--- src/include/lics_pkg.sv ---
package lics_pkg;

  // charge cycle states
  typedef enum logic [2:0] {
    ST_QUAL   = 3'h0,
    ST_PRECON = 3'h1,
    ST_FAST   = 3'h2,
    ST_CV     = 3'h3,
    ST_DONE   = 3'h4,
    ST_FAULT  = 3'h5
  } lics_state_t;

  // analog comparator results grouped
  typedef struct packed {
    logic supply_ok;
    logic above_precon;
    logic at_regulation;
    logic below_term;
    logic below_recharge;
    logic temp_valid;
    logic thermal_reg;
    logic die_hot;
  } lics_sense_t;

  // bits of the wishbone control/status word
  localparam int CTRL_ENABLE_BIT = 0;
  localparam int CTRL_SINGLE_BIT = 1;
  localparam int CTRL_SLOW_LSB = 8;
  localparam int CTRL_SLOW_W = 4;
  localparam logic [7:0] ADDR_CTRL = 8'h00;
  localparam logic [7:0] ADDR_STATUS = 8'h04;
  localparam logic [31:0] CTRL_RESET = 32'h0000_0201;

  // timer figures at 0.1 uF timing capacitance
  localparam int CLK_HZ = 25000000;
  localparam int FLASH_HZ = 1;
  localparam int PRECON_TENTHS_HR = 10;
  localparam int FAST_TENTHS_HR = 15;
  localparam int TERM_TENTHS_HR = 30;
  localparam int SEC_PER_TENTH_HR = 360;
  // one tick of the scaled timebase equals half a flash period
  localparam int HALF_FLASH_CYC = CLK_HZ / (2 * FLASH_HZ);
  localparam int PRECON_TICKS = PRECON_TENTHS_HR * SEC_PER_TENTH_HR * 2 * FLASH_HZ;
  localparam int FAST_TICKS = FAST_TENTHS_HR * SEC_PER_TENTH_HR * 2 * FLASH_HZ;
  localparam int TERM_TICKS = TERM_TENTHS_HR * SEC_PER_TENTH_HR * 2 * FLASH_HZ;
  localparam int TICK_W = 16;
  localparam int DIV_W = 25;

endpackage

--- src/hdl/lics_sequencer.sv ---
// Decided for this implementation: the Wishbone register port and the placing of the registers.
`timescale 1ns/1ps
`default_nettype none

// Functional notes
// - in CV, finish when current below termination or elapsed timer expires
// - after completion restart charging when battery below recharge threshold and qualified
// - timer runs slower by a set factor while thermal regulation is active
// - die over-temperature suspends charging; resumes automatically when it clears
// - supply below lockout forces power-down: charger off, outputs off
// - three timers: precondition 1.0 h, fast 1.5 h, elapsed 3.0 h, scaled
// - precondition timer runs from qualification, cleared on entering fast charge
// - fast and elapsed timers start when leaving preconditioning
// - fast timer cleared on entering CV; elapsed timer keeps running
// - two-output pattern: charge on/flash when charging/done, fault on/flash
// - single-output pattern: on while charging, flash on fault or bad temperature
// - outputs are open-drain: enable high sinks, low is high impedance
// - flash rate from the same divider as the safety timers, but not slowed by thermal regulation
// - fault latched until supply loss or enable low then high
// - bad cell temperature blocks or suspends the cycle without ending it
// - qualify on supply, enable, temperature; supply dip counts in the same clock
// - precondition or fast timer expiry flags a fault and ends the cycle
// - enable low disables and ends the cycle; high starts one
module lics_sequencer
  import lics_pkg::*;
#(
  parameter int HALF_FLASH = HALF_FLASH_CYC,
  parameter int PRECONDITION_TIMEOUT = PRECON_TICKS,
  parameter int T_FAST = FAST_TICKS,
  parameter int T_TERM = TERM_TICKS
) (
  input wire logic CLK_SYS,
  input wire logic RSTN,
  input wire lics_sense_t SENSE,
  input wire logic EN,
  input wire logic WB_CYC_I,
  input wire logic WB_STB_I,
  input wire logic WB_WE_I,
  input wire logic [7:0] WB_ADR_I,
  input wire logic [31:0] WB_DAT_I,
  input wire logic [3:0] WB_SEL_I,
  output logic [31:0] WB_DAT_O,
  output logic WB_ACK_O,
  output logic CHARGE_EN,
  output logic PRECON_MODE,
  output logic CHARGE_INDICATOR_O,
  output logic CHARGE_INDICATOR_OE,
  output logic FAULT_INDICATOR_O,
  output logic FAULT_INDICATOR_OE
);

  lics_state_t state_q, state_d;
  logic [31:0] ctrl_q;
  logic [DIV_W-1:0] div_q;
  logic [CTRL_SLOW_W-1:0] slow_q;
  logic tick_q, flash_q, en_prev_q, sup_lo_q;
  logic [TICK_W-1:0] pre_t_q, fast_t_q, term_t_q;
  logic qual, suspend, en_rise, go_fast, go_cv, go_done, go_fault;
  logic chg_on, flt_on;

  // qualification; a supply dip counts at once, with no one-clock filter
  assign qual = SENSE.supply_ok && EN && ctrl_q[CTRL_ENABLE_BIT];
  assign suspend = !SENSE.temp_valid || SENSE.die_hot;
  assign en_rise = EN && !en_prev_q;

  // supply-low registered, one clock behind the input
  always_ff @(posedge CLK_SYS) begin
    if (!RSTN) begin
      sup_lo_q <= 1'b0;
      en_prev_q <= 1'b0;
    end else begin
      sup_lo_q <= !SENSE.supply_ok;
      en_prev_q <= EN;
    end
  end

  // register slave, answers one cycle after the strobe
  always_ff @(posedge CLK_SYS) begin
    if (!RSTN) begin
      ctrl_q <= CTRL_RESET;
      WB_ACK_O <= 1'b0;
      WB_DAT_O <= 32'h0000_0000;
    end else begin
      WB_ACK_O <= WB_CYC_I && WB_STB_I && !WB_ACK_O;
      if (WB_CYC_I && WB_STB_I && !WB_ACK_O) begin
        if (WB_WE_I && WB_ADR_I == ADDR_CTRL) begin
          for (int i = 0; i < 4; i++) begin
            if (WB_SEL_I[i]) begin
              ctrl_q[i*8 +: 8] <= WB_DAT_I[i*8 +: 8];
            end
          end
        end
        unique case (WB_ADR_I)
          ADDR_CTRL: WB_DAT_O <= ctrl_q;
          ADDR_STATUS: WB_DAT_O <= {16'h0000, SENSE, 5'h00, state_q};
          default: WB_DAT_O <= 32'h0000_0000;
        endcase
      end
    end
  end

  // scaled timebase: half-flash tick, slowed under thermal regulation
  always_ff @(posedge CLK_SYS) begin
    if (!RSTN) begin
      div_q <= '0;
      slow_q <= '0;
      tick_q <= 1'b0;
      flash_q <= 1'b0;
    end else begin
      tick_q <= 1'b0;
      if (div_q == DIV_W'(HALF_FLASH - 1)) begin
        div_q <= '0;
        flash_q <= !flash_q;
        if (!SENSE.thermal_reg || slow_q == ctrl_q[CTRL_SLOW_LSB +: CTRL_SLOW_W]) begin
          slow_q <= '0;
          tick_q <= 1'b1;
        end else begin
          slow_q <= slow_q + 1'b1;
        end
      end else begin
        div_q <= div_q + 1'b1;
      end
    end
  end

  // phase exits; each is qualified by the phase it leaves
  assign go_fast = state_q == ST_PRECON && SENSE.above_precon;
  assign go_cv = state_q == ST_FAST && SENSE.at_regulation;
  // completion on low current or a full elapsed timer
  assign go_done = state_q == ST_CV && (SENSE.below_term ||
                   term_t_q == TICK_W'(T_TERM));
  // expiry compares equal; a counter never passes its limit in its phase
  assign go_fault = (state_q == ST_PRECON && pre_t_q == TICK_W'(PRECONDITION_TIMEOUT)) ||
                    (state_q == ST_FAST && fast_t_q == TICK_W'(T_FAST));

  // charge cycle state selection
  always_comb begin
    state_d = state_q;
    unique case (state_q)
      ST_QUAL: begin
        // a bad cell temperature keeps the cycle from starting
        if (qual && !suspend) begin
          state_d = ST_PRECON;
        end
      end
      ST_PRECON: begin
        // expiry wins over a crossing seen in the same cycle
        if (go_fault) begin
          state_d = ST_FAULT;
        end else if (go_fast) begin
          state_d = ST_FAST;
        end
      end
      ST_FAST: begin
        if (go_fault) begin
          state_d = ST_FAULT;
        end else if (go_cv) begin
          state_d = ST_CV;
        end
      end
      ST_CV: begin
        if (go_done) begin
          state_d = ST_DONE;
        end
      end
      ST_DONE: begin
        // automatic recharge only while every qualification still holds
        if (SENSE.below_recharge && qual && !suspend) begin
          state_d = ST_PRECON;
        end
      end
      ST_FAULT: begin
        // only the override below leaves a fault
        state_d = ST_FAULT;
      end
      default: begin
        state_d = ST_QUAL;
      end
    endcase
    // enable low or supply loss ends everything, clearing faults
    if (!qual || sup_lo_q) begin
      state_d = ST_QUAL;
    end
  end

  // state register
  always_ff @(posedge CLK_SYS) begin
    if (!RSTN) begin
      state_q <= ST_QUAL;
    end else begin
      state_q <= state_d;
    end
  end

  // precondition timer; held while suspended so a pause never trips it
  always_ff @(posedge CLK_SYS) begin
    if (!RSTN) begin
      pre_t_q <= '0;
    end else if (state_d != ST_PRECON || state_q != ST_PRECON) begin
      pre_t_q <= '0;
    end else if (tick_q && !suspend) begin
      pre_t_q <= pre_t_q + 1'b1;
    end
  end

  // fast-charge timer: starts on leaving precondition, cleared in cv
  always_ff @(posedge CLK_SYS) begin
    if (!RSTN) begin
      fast_t_q <= '0;
    end else if (state_d != ST_FAST) begin
      fast_t_q <= '0;
    end else if (tick_q && !suspend) begin
      fast_t_q <= fast_t_q + 1'b1;
    end
  end

  // elapsed timer: runs through fast charge and cv, saturates when full
  always_ff @(posedge CLK_SYS) begin
    if (!RSTN) begin
      term_t_q <= '0;
    end else if (state_d != ST_FAST && state_d != ST_CV) begin
      term_t_q <= '0;
    end else if (tick_q && !suspend && term_t_q != TICK_W'(T_TERM)) begin
      term_t_q <= term_t_q + 1'b1;
    end
  end

  // status patterns per variant; they follow the next state so the
  // lamps change on the same edge as the charge enable
  always_comb begin
    chg_on = 1'b0;
    flt_on = 1'b0;
    if (ctrl_q[CTRL_SINGLE_BIT]) begin
      // single output: fault and bad temperature share the flash
      if (state_d == ST_FAULT || (qual && !SENSE.temp_valid)) begin
        chg_on = flash_q;
      end else begin
        chg_on = state_d inside {ST_PRECON, ST_FAST, ST_CV};
      end
    end else begin
      // two outputs: fault shown steady, bad temperature flashes
      if (state_d == ST_FAULT) begin
        flt_on = 1'b1;
      end else if (qual && !SENSE.temp_valid) begin
        flt_on = flash_q;
      end else if (state_d == ST_DONE) begin
        chg_on = flash_q;
      end else begin
        chg_on = state_d inside {ST_PRECON, ST_FAST, ST_CV};
      end
    end
    // dark in power-down and while disabled
    if (!qual || sup_lo_q) begin
      chg_on = 1'b0;
      flt_on = 1'b0;
    end
  end

  // open-drain lamp drive: the data side only ever pulls low
  always_ff @(posedge CLK_SYS) begin
    if (!RSTN) begin
      CHARGE_INDICATOR_O <= 1'b0;
      CHARGE_INDICATOR_OE <= 1'b0;
      FAULT_INDICATOR_O <= 1'b0;
      FAULT_INDICATOR_OE <= 1'b0;
    end else begin
      CHARGE_INDICATOR_O <= 1'b0;
      FAULT_INDICATOR_O <= 1'b0;
      CHARGE_INDICATOR_OE <= chg_on;
      FAULT_INDICATOR_OE <= flt_on;
    end
  end

  // pass device and trickle select; a suspend only drops the pass device
  always_ff @(posedge CLK_SYS) begin
    if (!RSTN) begin
      CHARGE_EN <= 1'b0;
      PRECON_MODE <= 1'b0;
    end else begin
      CHARGE_EN <= state_d inside {ST_PRECON, ST_FAST, ST_CV} && !suspend;
      PRECON_MODE <= state_d == ST_PRECON;
    end
  end

  logic unused_ok;
  assign unused_ok = en_rise;

endmodule

`default_nettype wire

--- config.mk ---
export PLATFORM = sky130hd
export DESIGN_NAME = lics_sequencer
export DESIGN_NICKNAME = d
export VERILOG_FILES = /design/src/include/lics_pkg.sv /design/src/hdl/lics_sequencer.sv
export SDC_FILE = /design/constraint.sdc
export NUM_CORES = 1
export LEC_CHECK = 0
export BUFFER_PORTS_ARGS = -buffer_cell sky130_fd_sc_hd__clkbuf_2
export CAP_MARGIN = 20
export CORE_MARGIN = 3
export CORE_UTILIZATION = 41
export CTS_BUF_LIST = sky130_fd_sc_hd__clkbuf_8
export CTS_CLUSTER_SIZE = 20
export DETAILED_ROUTE_END_ITERATION = 6
export GPL_ROUTABILITY_DRIVEN = 0
export HOLD_SLACK_MARGIN = 0.02
export PLACE_DENSITY_LB_ADDON = 0.05
export SYNTH_ARGS = -nofsm -noshare
export SYNTH_HDL_FRONTEND = slang
export SYNTH_SLANG_ARGS = --single-unit
--- constraint.sdc ---
create_clock -name CLK_SYS -period 5.7 [get_ports CLK_SYS]
set_input_delay 0.57 -clock CLK_SYS [delete_from_list [all_inputs] [get_ports CLK_SYS]]
set_output_delay 0.57 -clock CLK_SYS [all_outputs]
set_load 0.01 [all_outputs]
# After elaboration in Yosys (flattened, before gate mapping)
# Index checks and enable logic that the tools add are counted.
[totals]
in_bits = 58
register_bits = 152
wordCells = 111
[classes]
bitwise = 1
n_addsub = 5
reduce_logical = 46
mux = 19
n_eq_ne = 21
[ops]
columns = ["op", "n"]
rows = [
  ["$pmux W32 S2", 1],
  ["$add A16 B1 Y16 const B", 3],
  ["$add A25 B1 Y25 const B", 1],
  ["$eq A25 B24 Y1 const B", 1],
  ["$mux W3", 8],
  ["$logic_and A1 B1 Y1", 18],
  ["$pmux W3 S6", 1],
  ["$eq A16 B13 Y1 const B", 1],
  ["$eq A16 B14 Y1 const B", 1],
  ["$eq A16 B15 Y1 const B", 1],
  ["$ne A16 B15 Y1 const B", 1],
  ["$eq A3 B2 Y1 const B", 4],
  ["$eq A3 B3 Y1 const B", 4],
  ["$reduce_and A3 Y1", 4],
  ["$reduce_or A2 Y1", 5],
  ["$eq A8 B3 Y1 const B", 1],
  ["$logic_not A8 Y1", 1],
  ["$mux W1", 8],
  ["$logic_not A1 Y1", 7],
  ["$logic_or A1 B1 Y1", 7],
  ["$eq A3 B1 Y1 const B", 2],
  ["$ne A3 B1 Y1 const B", 2],
  ["$ne A3 B2 Y1 const B", 2],
  ["$add A4 B1 Y4 const B", 1],
  ["other kinds (7)", 7],
]

# Depth between registers and ports, before layout
# Gate-level depths: netlist of the first run.
[logic_depth]
word_depth = 13
ltp_mapped = 9
depth_no_buf = 8

# Least setup slack after synthesis of the first run
# Ideal clock, no wire load.
[synth_timing]
path_kind = "register -> register"
from = "register pre_t_q[6]"
to = "register pre_t_q[13]"
setup_ns = 0.115
path_stages_with_launch = 8
arrival_time_ns = 2.050
period_less_slack_ns = 2.165
path_slack_ns = 3.535
t_required_ns = 5.585
path_buffers = 1
cell_sequence = "dfxtp_1 or4b_1 or4_4 o22ai_4 a21oi_1 nand4_4 buf_6 nor2_1"
[synth_between]
elab_chain_len = 9
[synth_lines]
columns = ["item", "line", "rtl"]
rows = [
  ["from (decl)", "lics_sequencer.sv:57", "logic [TICK_W-1:0] pre_t_q, fast_t_q, term_t_q;"],
  ["from (signal assigned)", "lics_sequencer.sv:202", "pre_t_q <= pre_t_q + 1'b1;"],
  ["$eq A16 B13 Y1", "lics_sequencer.sv:133", "assign go_fault = (state_q == ST_PRECON && pre_t_q == TICK_W'(PRECONDITION_TIMEOUT)) ||"],
  ["$logic_and A1 B1 Y1", "lics_sequencer.sv:133", ""],
  ["$logic_or A1 B1 Y1", "lics_sequencer.sv:133", ""],
  ["$mux W3 (on tied branches)", "lics_sequencer.sv:155, lics_sequencer.sv:148", ""],
  ["$pmux W3 S6", "lics_sequencer.sv:139", "unique case (state_q)"],
  ["$mux W3", "lics_sequencer.sv:181", "if (!qual || sup_lo_q) begin"],
  ["$ne A3 B1 Y1", "lics_sequencer.sv:199", "end else if (state_d != ST_PRECON || state_q != ST_PRECON) begin"],
  ["$logic_or A1 B1 Y1", "lics_sequencer.sv:199", ""],
  ["$reduce_or A2 Y1 (no source line)", "-", ""],
]
# Several ways; a longest one is shown, not always the timed one.
# A chain may end at the register's enable or synchronous reset.

# Final worst setup path of the first run
[layout_timing]
from = "register div_q[22]"
to = "register div_q[24]"
[layout_between]
elab_chain_len = 2
[layout_lines]
columns = ["item", "line", "rtl"]
rows = [
  ["from (decl)", "lics_sequencer.sv:54", "logic [DIV_W-1:0] div_q;"],
  ["from (signal assigned)", "lics_sequencer.sv:121", "div_q <= div_q + 1'b1;"],
  ["branches (longest 2 deep; another with $add A25 B1 Y25)", "-", ""],
]
# Parallel ways; which one is timed is not known.

==> results by stage, run 1 <==
Timing:
- Derived from the worst setup path, the maximum achievable clock frequency is 0.378 GHz.
- Headroom to the max-slew limit came out at 0.404.
- The count of final max-slew check failures came to 0.
- Setup total negative slack on the finished layout was measured at 0 ns.
- After layout, the minimum clock period comes to between 2 and 3 ns.
- The share of the cycle needed by the critical path after routing is 0.464.
- Setup repair after global routing left no endpoint under its margin.
- On the final layout, the worst clock skew is 0.00795 ns.
- The number of failing hold endpoints at the final stage was 0.
- The slew at the pin closest to its max-slew limit is 0.894 ns.
- Setup violations remaining at the end of the flow were counted as 0.

Hold path:
- The path class of the tightest hold or removal check is primary input to flop.

Synthesis:
- The post-synthesis instance area is 6450 um^2.
- Dividing the synthesized area by the synthesized cell count gives around 8.5 um^2.
- Of the post-synthesis cell area, the dominant cell type holds 0.472.
- After synthesis, the cell types taking the most area are sky130_fd_sc_hd__dfxtp_1, sky130_fd_sc_hd__nor2_1, sky130_fd_sc_hd__nand2_1, sky130_fd_sc_hd__xor2_1, sky130_fd_sc_hd__xnor2_1.
- After synthesis the netlist holds a flip-flop and latch count of ~150.
- The count of cell types in the netlist is 57.
- The sequential area share after synthesis is 0.472.
- The number of standard cells after synthesis is between 700 and 800.
- The dominant synthesized flop cell is sky130_fd_sc_hd__dfxtp_1.
- sky130_fd_sc_hd__dfxtp_1 takes more of the synthesized area than any other cell.
- The count of warnings emitted by yosys is 0.
- The count of flip-flops with a built-in enable after synthesis is 0.
- The share of synthesized flip-flops with an asynchronous set or reset is 0.

Clocking:
- The setup fix buffers added after clock tree synthesis is 0.
- For the worst-skew pair, the clock arrives at the later sink with an insertion delay of between 0.4 and 0.5 ns.
- The deepest clock path buffer count is 2.
- The CTS H-tree depth is 4.
- Hold repair after CTS inserted 0 buffers.
- The clock tree from TritonCTS is done.
- The number of gates resized after cts is 0.
- After clock tree synthesis, the clock-pin slew on the worst setup and hold paths is 0.08 ns.
- The total CTS buffers is 17.
- The root buffer cell is sky130_fd_sc_hd__clkbuf_8.
- The TritonCTS sink count is 152.

Die:
- The starting density of the core is 0.421.
- During I/O placement, the number of pins put on the boundary was 97.
- The die boundary height is around 130 um.
- The total die area is around 17000 um^2.
- The overall die width is 131 um.
- The placement row count is 45.
- The core footprint is about 15000 um^2.

Route:
- The number of vias per cell after detailed routing is ~5.
- The number of design rule violations left after detail routing is 0.
- The average wire length per cell after detail routing is around 14 um.
- The number of nets still failing antenna checks after routing is 0.
- For this run, the detailed router's first-pass iteration total came to 4.
- The detailed router finished its first iteration with roughly 260 violations.
- Summing over every cut layer, the via total after detailed routing is roughly 5300.
- The wire length after detailed routing is ~15000 um.

Power:
- The total power per unit cell area is 267 nW/um^2.
- The maximum VDD drop is 0.133 mV.
- The analysis attributes to net switching a power of ~440 uW.
- The fraction of power consumed by sequential logic is 0.530.
- The switching power share of the total is 0.218.
- The cell internal power dissipation is about 1600 uW.
- The portion of total power attributed to the clock network is 0.439.
- The share of power burned in combinational logic is 0.031.
- The leakage power figure is approximately 0.0028 uW.

Worst setup path:
- For the worst setup path, the data required time is roughly 6 ns.
- The master of the slowest instance on the critical path is sky130_fd_sc_hd__nand2b_1.
- Among cell families on the critical path, the largest total delay comes from simple AND/OR/NAND/NOR gates.
- STA classifies the critical path startpoint as a flop.
- In this run the critical register-to-register path is captured at div_q[24].
- In this run the worst path has a maximum fanout of 25.
- The start of the worst register-to-register path is div_q[22].
- At the worst endpoint, the arrival time is ~3 ns.
- The critical path crosses 5 cells after its start point.
- The buffering stage count on the worst path with inverters included is 0.
- The critical path goes through or4b_2 > nor4_1 > and4_1 > nand2b_1 > nor2_1.
- The launching element of the worst setup path is div_q[22].
- The startpoint-to-endpoint class of the critical path is flop to flop.
- The type of destination of the critical path is a flop.
- The number of cells on the worst reg-to-reg path is 5.
- The termination of the worst setup path is div_q[24].
- The largest stage delay on the critical path is about 0.75 ns.
- In this run the register-to-register setup slack is 3.06 ns.

Flow run:
- The max-capacitance violation count is 0.

Cells and area:
- The library cell used most frequently in the layout, excluding fill and tap cells, is sky130_fd_sc_hd__dfxtp_1.
- Summing all multi-input logic gate instances after layout gives roughly 3200 um^2.
- The number of antenna diodes in the final layout is 0.
- The final core utilization is 0.491.
- The share of post-route cells with drive strength above 1 is 0.173.
- The net count of the finished layout is 910.
- The area added between synthesis and finish is 16.6%.
- The register area is approximately 3000 um^2.
- In the layout the commonest cells are sky130_fd_sc_hd__dfxtp_1, sky130_fd_sc_hd__nor2_1, sky130_fd_sc_hd__nand2_1.
- Fill cells in the final layout number ~1500.

Global route:
- The maximum number of pins on one net before global-route repair is approximately 70.
- For this run the aggregate overflow at the end of global routing stands at 0.
- Across every metal layer, demand over resource in global routing totals 0.177.
- The via count of the first global-routing pass was 5074.
- The global-route wire length before repair is approximately 25000 um.
- The number of antenna violations at the first check in global routing was 0.

Placed design:
- The post-detailed-placement half-perimeter wirelength is 10800 um.
- The number of buffers added on ports is between 90 and 100.

Outcome:
- The run finished with clean final reports.
## power by group through the flow
stage                     combinational (uW)  clock (uW)  sequential (uW)
after global placement                  60.2           0             1090
after CTS                               60.7         913             1070
after floorplan                         30.0           0             1090
after detailed placement                60.4           0             1090
after global routing                    69.1         960             1070
final                                   62.5         881             1070
## how the worst min path moves through the flow
stage / to / start / slack (ns) / cells after the start
floorplan: div_q[0] / div_q[0] / 0.41 / 1
global placement: div_q[0] / div_q[0] / 0.42 / 1
detailed placement: div_q[0] / div_q[0] / 0.43 / 1
CTS: sup_lo_q / SENSE[7] / 0.30 / 2
global route: ctrl_q[23] / WB_DAT_I[23] / 0.31 / 3
finish: sup_lo_q / SENSE[7] / 0.34 / 2
## kinds of logic (layout without fill, tap and decap cells)
kind of cell,Yosys count,in the layout,synth area share
compound gates,84,84,0.0830
xor+xnor,75,75,0.102
simple gates,379,379,0.279
buf+inv,45,145,0.0299
flops,152,152,0.472
fa+ha+maj,8,8,0.0155
mux,12,12,0.0186
other cells,1,2,0.000581
## cells in the mapped netlist (all sizes together), types with 8 or more instances
cell,instances
mux2i,12
nand3,24
nor4,9
a21oi,47
nand4,25
xor2,45
nor2,153
nand2,108
and3,19
dfxtp,152
buf,12
a22oi,22
inv,15
xnor2,30
ha,8
clkbuf,18
## per-layer routing
| layer | up-vias | share of wire | GRT usage |
|---|---|---|---|
| met2 | 90 | 0.45 | 0.277 |
| met5 | - | 0 | 0 |
| met1 | 2511 | 0.49 | 0.241 |
| met3 | 8 | 0.047 | 0.0555 |
| li1 | 2719 | - | - |
| met4 | 0 | 0.0072 | 0.0368 |
## per-stage QoR
stage,total power (uW),hold WS [ns],setup slack (ns),instances,cell area (um^2)
2_1_floorplan,1120,0.413,3.54,757,6460
5_1_grt,2100,0.305,2.80,1068,7520
3_3_place_gp,1150,0.424,2.95,1034,7070
6_report,2010,0.335,3.06,1068,7520
4_1_cts,2040,0.300,2.99,1066,7500
3_5_place_dp,1150,0.434,2.90,1034,7070
## area by class of cell
cell class / instances / area share
multi-input cells: 560 / 0.428
clock inverters: 14 / 0.0239
well taps: 211 / 0.0351
clock buffers: 18 / 0.0329
repair buffers: 98 / 0.0678
flip-flops and latches: 152 / 0.404
inverters: 15 / 0.00748
## registers in the layout, indices dropped and copies added, names as in the netlist
register	cells
FAULT_INDICATOR_OE	1
PRECON_MODE	1
CHARGE_EN	1
ctrl_q	32
pre_t_q	16
flash_q	1
sup_lo_q	1
slow_q	4
WB_DAT_O	32
CHARGE_INDICATOR_OE	1
div_q	25
WB_ACK_O	1
tick_q	1
fast_t_q	16
term_t_q	16
state_q	3
Note: power is estimated with default switching activity, not from simulation.
==> run 2, diff against run 1 <==
==> constraint.sdc (replaced) <==
create_clock -name CLK_SYS -period 2.2 [get_ports CLK_SYS]
set_input_delay 0.22 -clock CLK_SYS [delete_from_list [all_inputs] [get_ports CLK_SYS]]
set_output_delay 0.22 -clock CLK_SYS [all_outputs]
set_load 0.01 [all_outputs]
==> results by stage, run 2 (same netlist as run 1, synthesis figures left out) <==
Global route:
- The overall track demand over capacity in global routing is 0.184 (+0.00735).
- The via count of the first global-routing pass was 5471 (+7.8%).
- The total grt overflow is 0 (unchanged).
- The global-route wire length before repair is 26300 um (+4.7%).
- The maximum number of pins on one net before global-route repair came to 34 (-51%).
- The number of antenna violations at the first check in global routing is 0 (unchanged).

Clocking:
- The clock-pin slew reported for the worst setup and hold paths after clock tree synthesis is 0.08 ns (about the same).
- The deepest clock path buffer count is 2 (unchanged).
- The total CTS buffers is 17 (unchanged).
- The TritonCTS sink count is 152 (unchanged).
- The root buffer cell is sky130_fd_sc_hd__clkbuf_8.
- The CTS H-tree depth is 4 (unchanged).
- The latest clock arrival within the worst-skew pair is 0.44 ns (about the same).
- The clock tree from TritonCTS is done.

Cells and area:
- The top cell types in the final layout, fill and taps aside, are sky130_fd_sc_hd__dfxtp_1, sky130_fd_sc_hd__nor2_1, sky130_fd_sc_hd__nand2_1.
- The final instance area is 8230 um^2 (+9.3%).
- The share of post-route cells with drive strength above 1 came to 0.211 (+0.0381).
- The area added between synthesis and finish is 27.5%.
- The number of antenna diodes came to 0 (unchanged).
- The total number of nets in the final design is 978 (+7.5%).
- The library cell used most frequently in the layout, excluding fill and tap cells, is sky130_fd_sc_hd__dfxtp_1.
- The largest registers in the layout are WB_DAT_O (32), ctrl_q (32), div_q (25).

Route:
- The number of vias per cell after detailed routing is 4.91 (-1.7%).
- The number of vias after detailed routing is 5573 (+4.6%).
- The average wire length per cell after detail routing is 13.8 um (-2.6%).
- The initial DRC count is 198 (-23%).
- The number of nets still failing antenna checks after routing is 0 (unchanged).
- The wire length after detailed routing is 15600 um (+3.6%).
- The first-pass detailed-route iteration total is 5 (+1).
- The number of design rule violations left after detail routing was 0 (unchanged).

Timing:
- The clock skew after layout was 0.0122 ns (+0.00424 ns).
- The upper clock frequency limit came to 0.461 GHz (+22%).
- The count of final max-slew check failures is 0 (unchanged).
- Setup repair after global routing could not meet its margin everywhere.
- The clock period minus worst slack is 2.17 ns (-0.476 ns).
- The relative slew slack was 0.589 (+0.185).
- The slew at the pin closest to its max-slew limit is 0.611 ns (-0.283 ns).
- The number of failing hold endpoints at the final stage is 0 (unchanged).
- The accumulated negative setup slack is 0 ns (unchanged).
- The share of the cycle needed by the critical path after routing is 0.985 (+0.521).
- The setup violation total in the final timing report is 0 (unchanged).

Placed design:
- The post-detailed-placement half-perimeter wirelength is 11300 um (+4.4%).
- The number of buffers added on ports is 94 (unchanged).
- The placed standard-cell area is 7360 um^2 (+4.0%).

Die:
- The total die area came to 17300 um^2 (unchanged).
- The core footprint is 15300 um^2 (unchanged).
- The count of boundary I/O pins is 97 (unchanged).
- The starting density of the core is 0.421 (unchanged).
- The placement row count is 45 (unchanged).
- The overall die width was 131 um (unchanged).
- The die boundary height was 131 um (unchanged).

Worst setup path:
- The startpoint class of the critical path is a flop.
- The data required time at the worst endpoint is 2.56 ns (-3.43 ns).
- The most critical setup path has its startpoint at pre_t_q[6].
- The type of destination of the critical path is a flop.
- Among all stages on the critical path, the largest delay is contributed by sky130_fd_sc_hd__or4b_1.
- The largest stage delay on the critical path is 0.50 ns (-0.25 ns).
- The start of the worst register-to-register path is pre_t_q[6].
- The signal on the critical path passes through or4b_1 > or4_4 > o22ai_4 > a21o_4 > nand4_4 > a21oi_2.
- The startpoint-to-endpoint class of the critical path is flop to flop.
- The critical path data arrival time is 2.53 ns (-0.41 ns).
- The largest fanout on the critical path was 8 (-68%).

Power:
- The total power per unit cell area is 652 nW/um^2 (+140%).
- The leakage power figure is 0.00314 uW (+12%).
- The maximum VDD drop came to 0.461 mV (+250%).

Outcome:
- The run finished with clean final reports.

Hold path:
- The class of the tightest hold or removal check is primary input to flop.
- The startpoint of the tightest hold check path is SENSE[1].

Flow run:
- The max-capacitance violation count is 0 (unchanged).
==> run 2: cell types whose count changed in the layout (fill, tap and decap cells not counted), moves of 3 or more <==
| cell | before | now |
|---|---|---|
| sky130_fd_sc_hd__dlygate4sd3_1 | 0 | 33 |
| sky130_fd_sc_hd__buf_4 | 2 | 34 |
| sky130_fd_sc_hd__a21oi_1 | 47 | 44 |
| sky130_fd_sc_hd__a21oi_2 | 0 | 3 |
| sky130_fd_sc_hd__inv_6 | 1 | 4 |
==> run 2: area by class of cell <==
class	count	area, um^2
flip-flops and latches	152	3050
clock inverters	13	190
multi-input cells	561	3280
inverters	15	56.3
repair buffers	165	1130
clock buffers	19	262
well taps	211	264
fillers	1451	7090
==> run 2: worst paths after layout <==
check	endpoint	slack [ns]	cells past startpoint
setup reg to reg	pre_t_q[1]	0.03	6
hold / removal	tick_q	0.14	4
setup / recovery	pre_t_q[1]	0.03	6
hold reg to reg	div_q[0]	0.44	1
==> run 2: timing repair <==
item,4_1_cts,5_1_grt
setup buffers,0,3
pin swaps,4,14
hold endpoints to repair,33,0
gates cloned,1,0
setup endpoints to repair,28,52
gates resized for setup,4,11
hold buffers,33,0
==> run 2: critical path, delay by kind of cell, from the launching register on <==
| kind | cells | cell delay (ns) |
|---|---|---|
| DFF | 1 | 0.35 |
| AOI/OAI and AO/OA | 3 | 0.62 |
| and+or+nand+nor | 3 | 1.12 |
==> run 2: per-layer routing <==
layer  vias to the layer above  share of wire  track usage
met2                        92           0.47        0.295
met5                         -              0            0
li1                       2860              -            -
met4                         0          0.014       0.0566
met3                        14          0.055       0.0540
met1                      2607           0.46        0.241
==> run 2: metrics by stage <==
step / setup WS (ns) / hold slack (ns) / instances / utilization / total power [uW]
after floorplan: 0.0354 / 0.292 / 757 / - / 2900
after global placement: -0.00836 / 0.426 / 1067 / 0.480 / 2990
after detailed placement: -0.0764 / 0.435 / 1067 / 0.480 / 2990
after CTS: -0.00577 / 0.107 / 1133 / 0.533 / 5420
after global routing: -0.0513 / 0.117 / 1136 / 0.537 / 5580
final: 0.0330 / 0.142 / 1136 / 0.537 / 5360
==> run 2: report_power, final <==
group,internal [uW],switching [uW]
Sequential,2750,5.01
Combinational,109,108
Clock,1310,1080
Total,4170,1190
==> run 3, diff against run 2 <==
--- a/config.mk
+++ b/config.mk
@@ -9,7 +9,7 @@
 export CAP_MARGIN = 20
 export CORE_MARGIN = 3
 export CORE_UTILIZATION = 41
-export CTS_BUF_LIST = sky130_fd_sc_hd__clkbuf_8
+export CTS_BUF_LIST = sky130_fd_sc_hd__clkbuf_4
 export CTS_CLUSTER_SIZE = 20
 export DETAILED_ROUTE_END_ITERATION = 6
 export GPL_ROUTABILITY_DRIVEN = 0
==> results by stage, run 3 (same netlist as run 1, synthesis figures left out) <==
Die:
- The total die area is 17300 um^2 (unchanged).
- The overall die width is 131 um (unchanged).
- The core footprint came to 15300 um^2 (unchanged).
- The count of boundary I/O pins was 97 (unchanged).
- The starting density of the core is 0.421 (unchanged).
- The die boundary height is 131 um (unchanged).
- The placement row count is 45 (unchanged).

Power:
- The cell internal power dissipation is 3780 uW (-9.4%).
- The leakage power figure was 0.00312 uW (-0.47%).
- The total net switching power is 1150 uW (-3.5%).
- The portion of total power attributed to the clock network is 0.394 (-0.051).
- The total power per unit cell area is 601 nW/um^2 (-7.8%).
- The share of power burned in combinational logic is 0.045 (+0.004).
- The post-layout total power was 4930 uW (-8.1%).
- The switching power share of the total is 0.233 (+0.0112).
- The maximum VDD drop is 0.338 mV (-27%).
- The fraction of power consumed by sequential logic is 0.561 (+0.047).

Worst setup path:
- The data required time at the worst endpoint came to 2.66 ns (+0.10 ns).
- The number of cells on the worst reg-to-reg path is 6 (unchanged).
- STA classifies the critical path endpoint as a flop.
- The largest fanout on the critical path is 8 (unchanged).
- The critical path is of the flop to flop type.
- The worst setup path is launched from a flop.
- The critical path data arrival time is 2.59 ns (+0.06 ns).

Global route:
- The number of antenna violations at the first check in global routing is 0 (unchanged).
- The global-route wire length before repair is 26400 um (+0.45%).
- The total grt overflow is 0 (unchanged).
- The maximum number of pins on one net before global-route repair is 34 (unchanged).
- The overall track demand over capacity in global routing is 0.185 (+0.000472).
- The via count of the first global-routing pass is 5506 (+0.64%).

Clocking:
- The deepest clock path buffer count is 2 (unchanged).
- TritonCTS built the clock tree.
- The clock-pin slew reported for the worst setup and hold paths after clock tree synthesis was 0.11 ns (+0.03 ns).
- The total CTS buffers is 17 (unchanged).
- The TritonCTS sink count is 152 (unchanged).
- The latest clock arrival within the worst-skew pair is 0.55 ns (+0.11 ns).
- The CTS H-tree depth is 4 (unchanged).
- The root buffer cell is sky130_fd_sc_hd__clkbuf_4.

Route:
- The number of nets still failing antenna checks after routing is 0 (unchanged).
- The wire length after detailed routing is 15800 um (+0.76%).
- The number of vias after detailed routing is 5604 (+0.56%).
- The average wire length per cell after detail routing was 13.8 um (about the same).
- The number of design rule violations left after detail routing came to 0 (unchanged).
- The first-pass detailed-route iteration total is 4 (-1).
- The number of vias per cell after detailed routing came to 4.90 (-0.15%).
- The initial DRC count is 159 (-20%).

Cells and area:
- The most common library cell in the layout ignoring fill and taps is sky130_fd_sc_hd__dfxtp_1.
- The number of antenna diodes came to 0 (unchanged).
- The share of post-route cells with drive strength above 1 is 0.215 (+0.00462).
- In the final layout, the registers with the most flip-flops are WB_DAT_O (32), ctrl_q (32), div_q (25).
- The area added between synthesis and finish is 27.1%.
- The top cell types in the final layout, fill and taps aside, are sky130_fd_sc_hd__dfxtp_1, sky130_fd_sc_hd__nor2_1, sky130_fd_sc_hd__nand2_1.
- The final instance area came to 8200 um^2 (-0.33%).
- The total number of nets in the final design is 986 (+0.82%).
- The number of non-filler instances in the completed layout came to 1144 (+0.70%).

Timing:
- The clock skew after layout was 0.0202 ns (+0.00800 ns).
- The upper clock frequency limit is 0.470 GHz (+1.9%).
- The relative slew slack came to 0.591 (+0.00158).
- The slew at the pin closest to its max-slew limit is 0.609 ns (-0.00235 ns).
- The final worst setup slack was 0.0741 ns (+0.0410 ns).
- The share of the cycle needed by the critical path after routing was 0.966 (-0.0187).
- The clock period minus worst slack came to 2.13 ns (-0.0410 ns).
- The number of failing hold endpoints at the final stage was 0 (unchanged).
- The setup violation total in the final timing report is 0 (unchanged).
- The worst hold slack across all endpoints is 0.0979 ns (-0.0446 ns).
- Setup repair after global routing could not meet its margin everywhere.
- The count of final max-slew check failures is 0 (unchanged).

Placed design:
- The placed standard-cell area is 7360 um^2 (unchanged).
- The number of buffers added on ports was 94 (unchanged).
- The post-place setup slack was -0.0764 ns (unchanged).
- The number of placed instances, taps included is 1067 (unchanged).
- The post-detailed-placement half-perimeter wirelength is 11300 um (unchanged).

Outcome:
- The run finished with clean final reports.

Flow run:
- The max-capacitance violation count is 0 (unchanged).

Hold path:
- The worst hold path belongs to the class primary input to flop.
- The hold path depth came to 3 (-1).
-- run 3: cell type report --
class | count | area [um^2]
well taps | 211 | 264
multi-input cells | 561 | 3310
clock inverters | 15 | 198
fillers | 1454 | 7120
clock buffers | 17 | 128
flip-flops and latches | 152 | 3050
inverters | 15 | 56.3
repair buffers | 173 | 1200
-- run 3: per-layer routing --
metal	vias to the layer above	GRT usage	part of all wire
li1	2880	-	-
met2	98	0.300	0.47
met1	2616	0.240	0.47
met4	0	0.0513	0.0078
met3	10	0.0544	0.052
met5	-	0	0
-- run 3: worst paths after layout --
kind | from | end | slack (ns)
max | pre_t_q[6] | pre_t_q[1] | 0.07
min | SENSE[0] | CHARGE_EN | 0.1
max reg2reg | pre_t_q[6] | pre_t_q[1] | 0.07
min reg2reg | div_q[0] | div_q[0] | 0.45
-- run 3: timing repair --
action / CTS / global route
resized for setup: 7 / 13
pin swaps: 6 / 4
hold buffers: 37 / 0
endpoints found under the hold margin: 36 / 0
endpoints found under the setup margin: 30 / 51
buffers inserted: 2 / 5
cloned: 1 / 0
-- run 3: power groups by stage --
stage               logic (uW)  registers [uW]  clock network [uW]
CTS                        224            2760                2000
floorplan                 77.8            2820                   0
global route               246            2770                2130
finish                     224            2760                1940
detailed placement         169            2830                   0
global placement           167            2820                   0
-- run 3: stage by stage --
stage | setup TNS, ns | util
after floorplan | 0 | -
after global routing | -0.435 | 0.535
final | 0 | 0.535
after CTS | -0.0160 | 0.529
after global placement | -0.0155 | 0.480
after detailed placement | -0.667 | 0.480
-- run 3: worst max-delay path, cell delays in order, from the launching register on --
cell                      delay (ns)
sky130_fd_sc_hd__dfxtp_2        0.34
sky130_fd_sc_hd__or4b_1         0.50
sky130_fd_sc_hd__or4_4          0.44
sky130_fd_sc_hd__o22ai_4        0.25
sky130_fd_sc_hd__a21o_4         0.17
sky130_fd_sc_hd__nand4_4        0.18
sky130_fd_sc_hd__a21oi_1        0.18
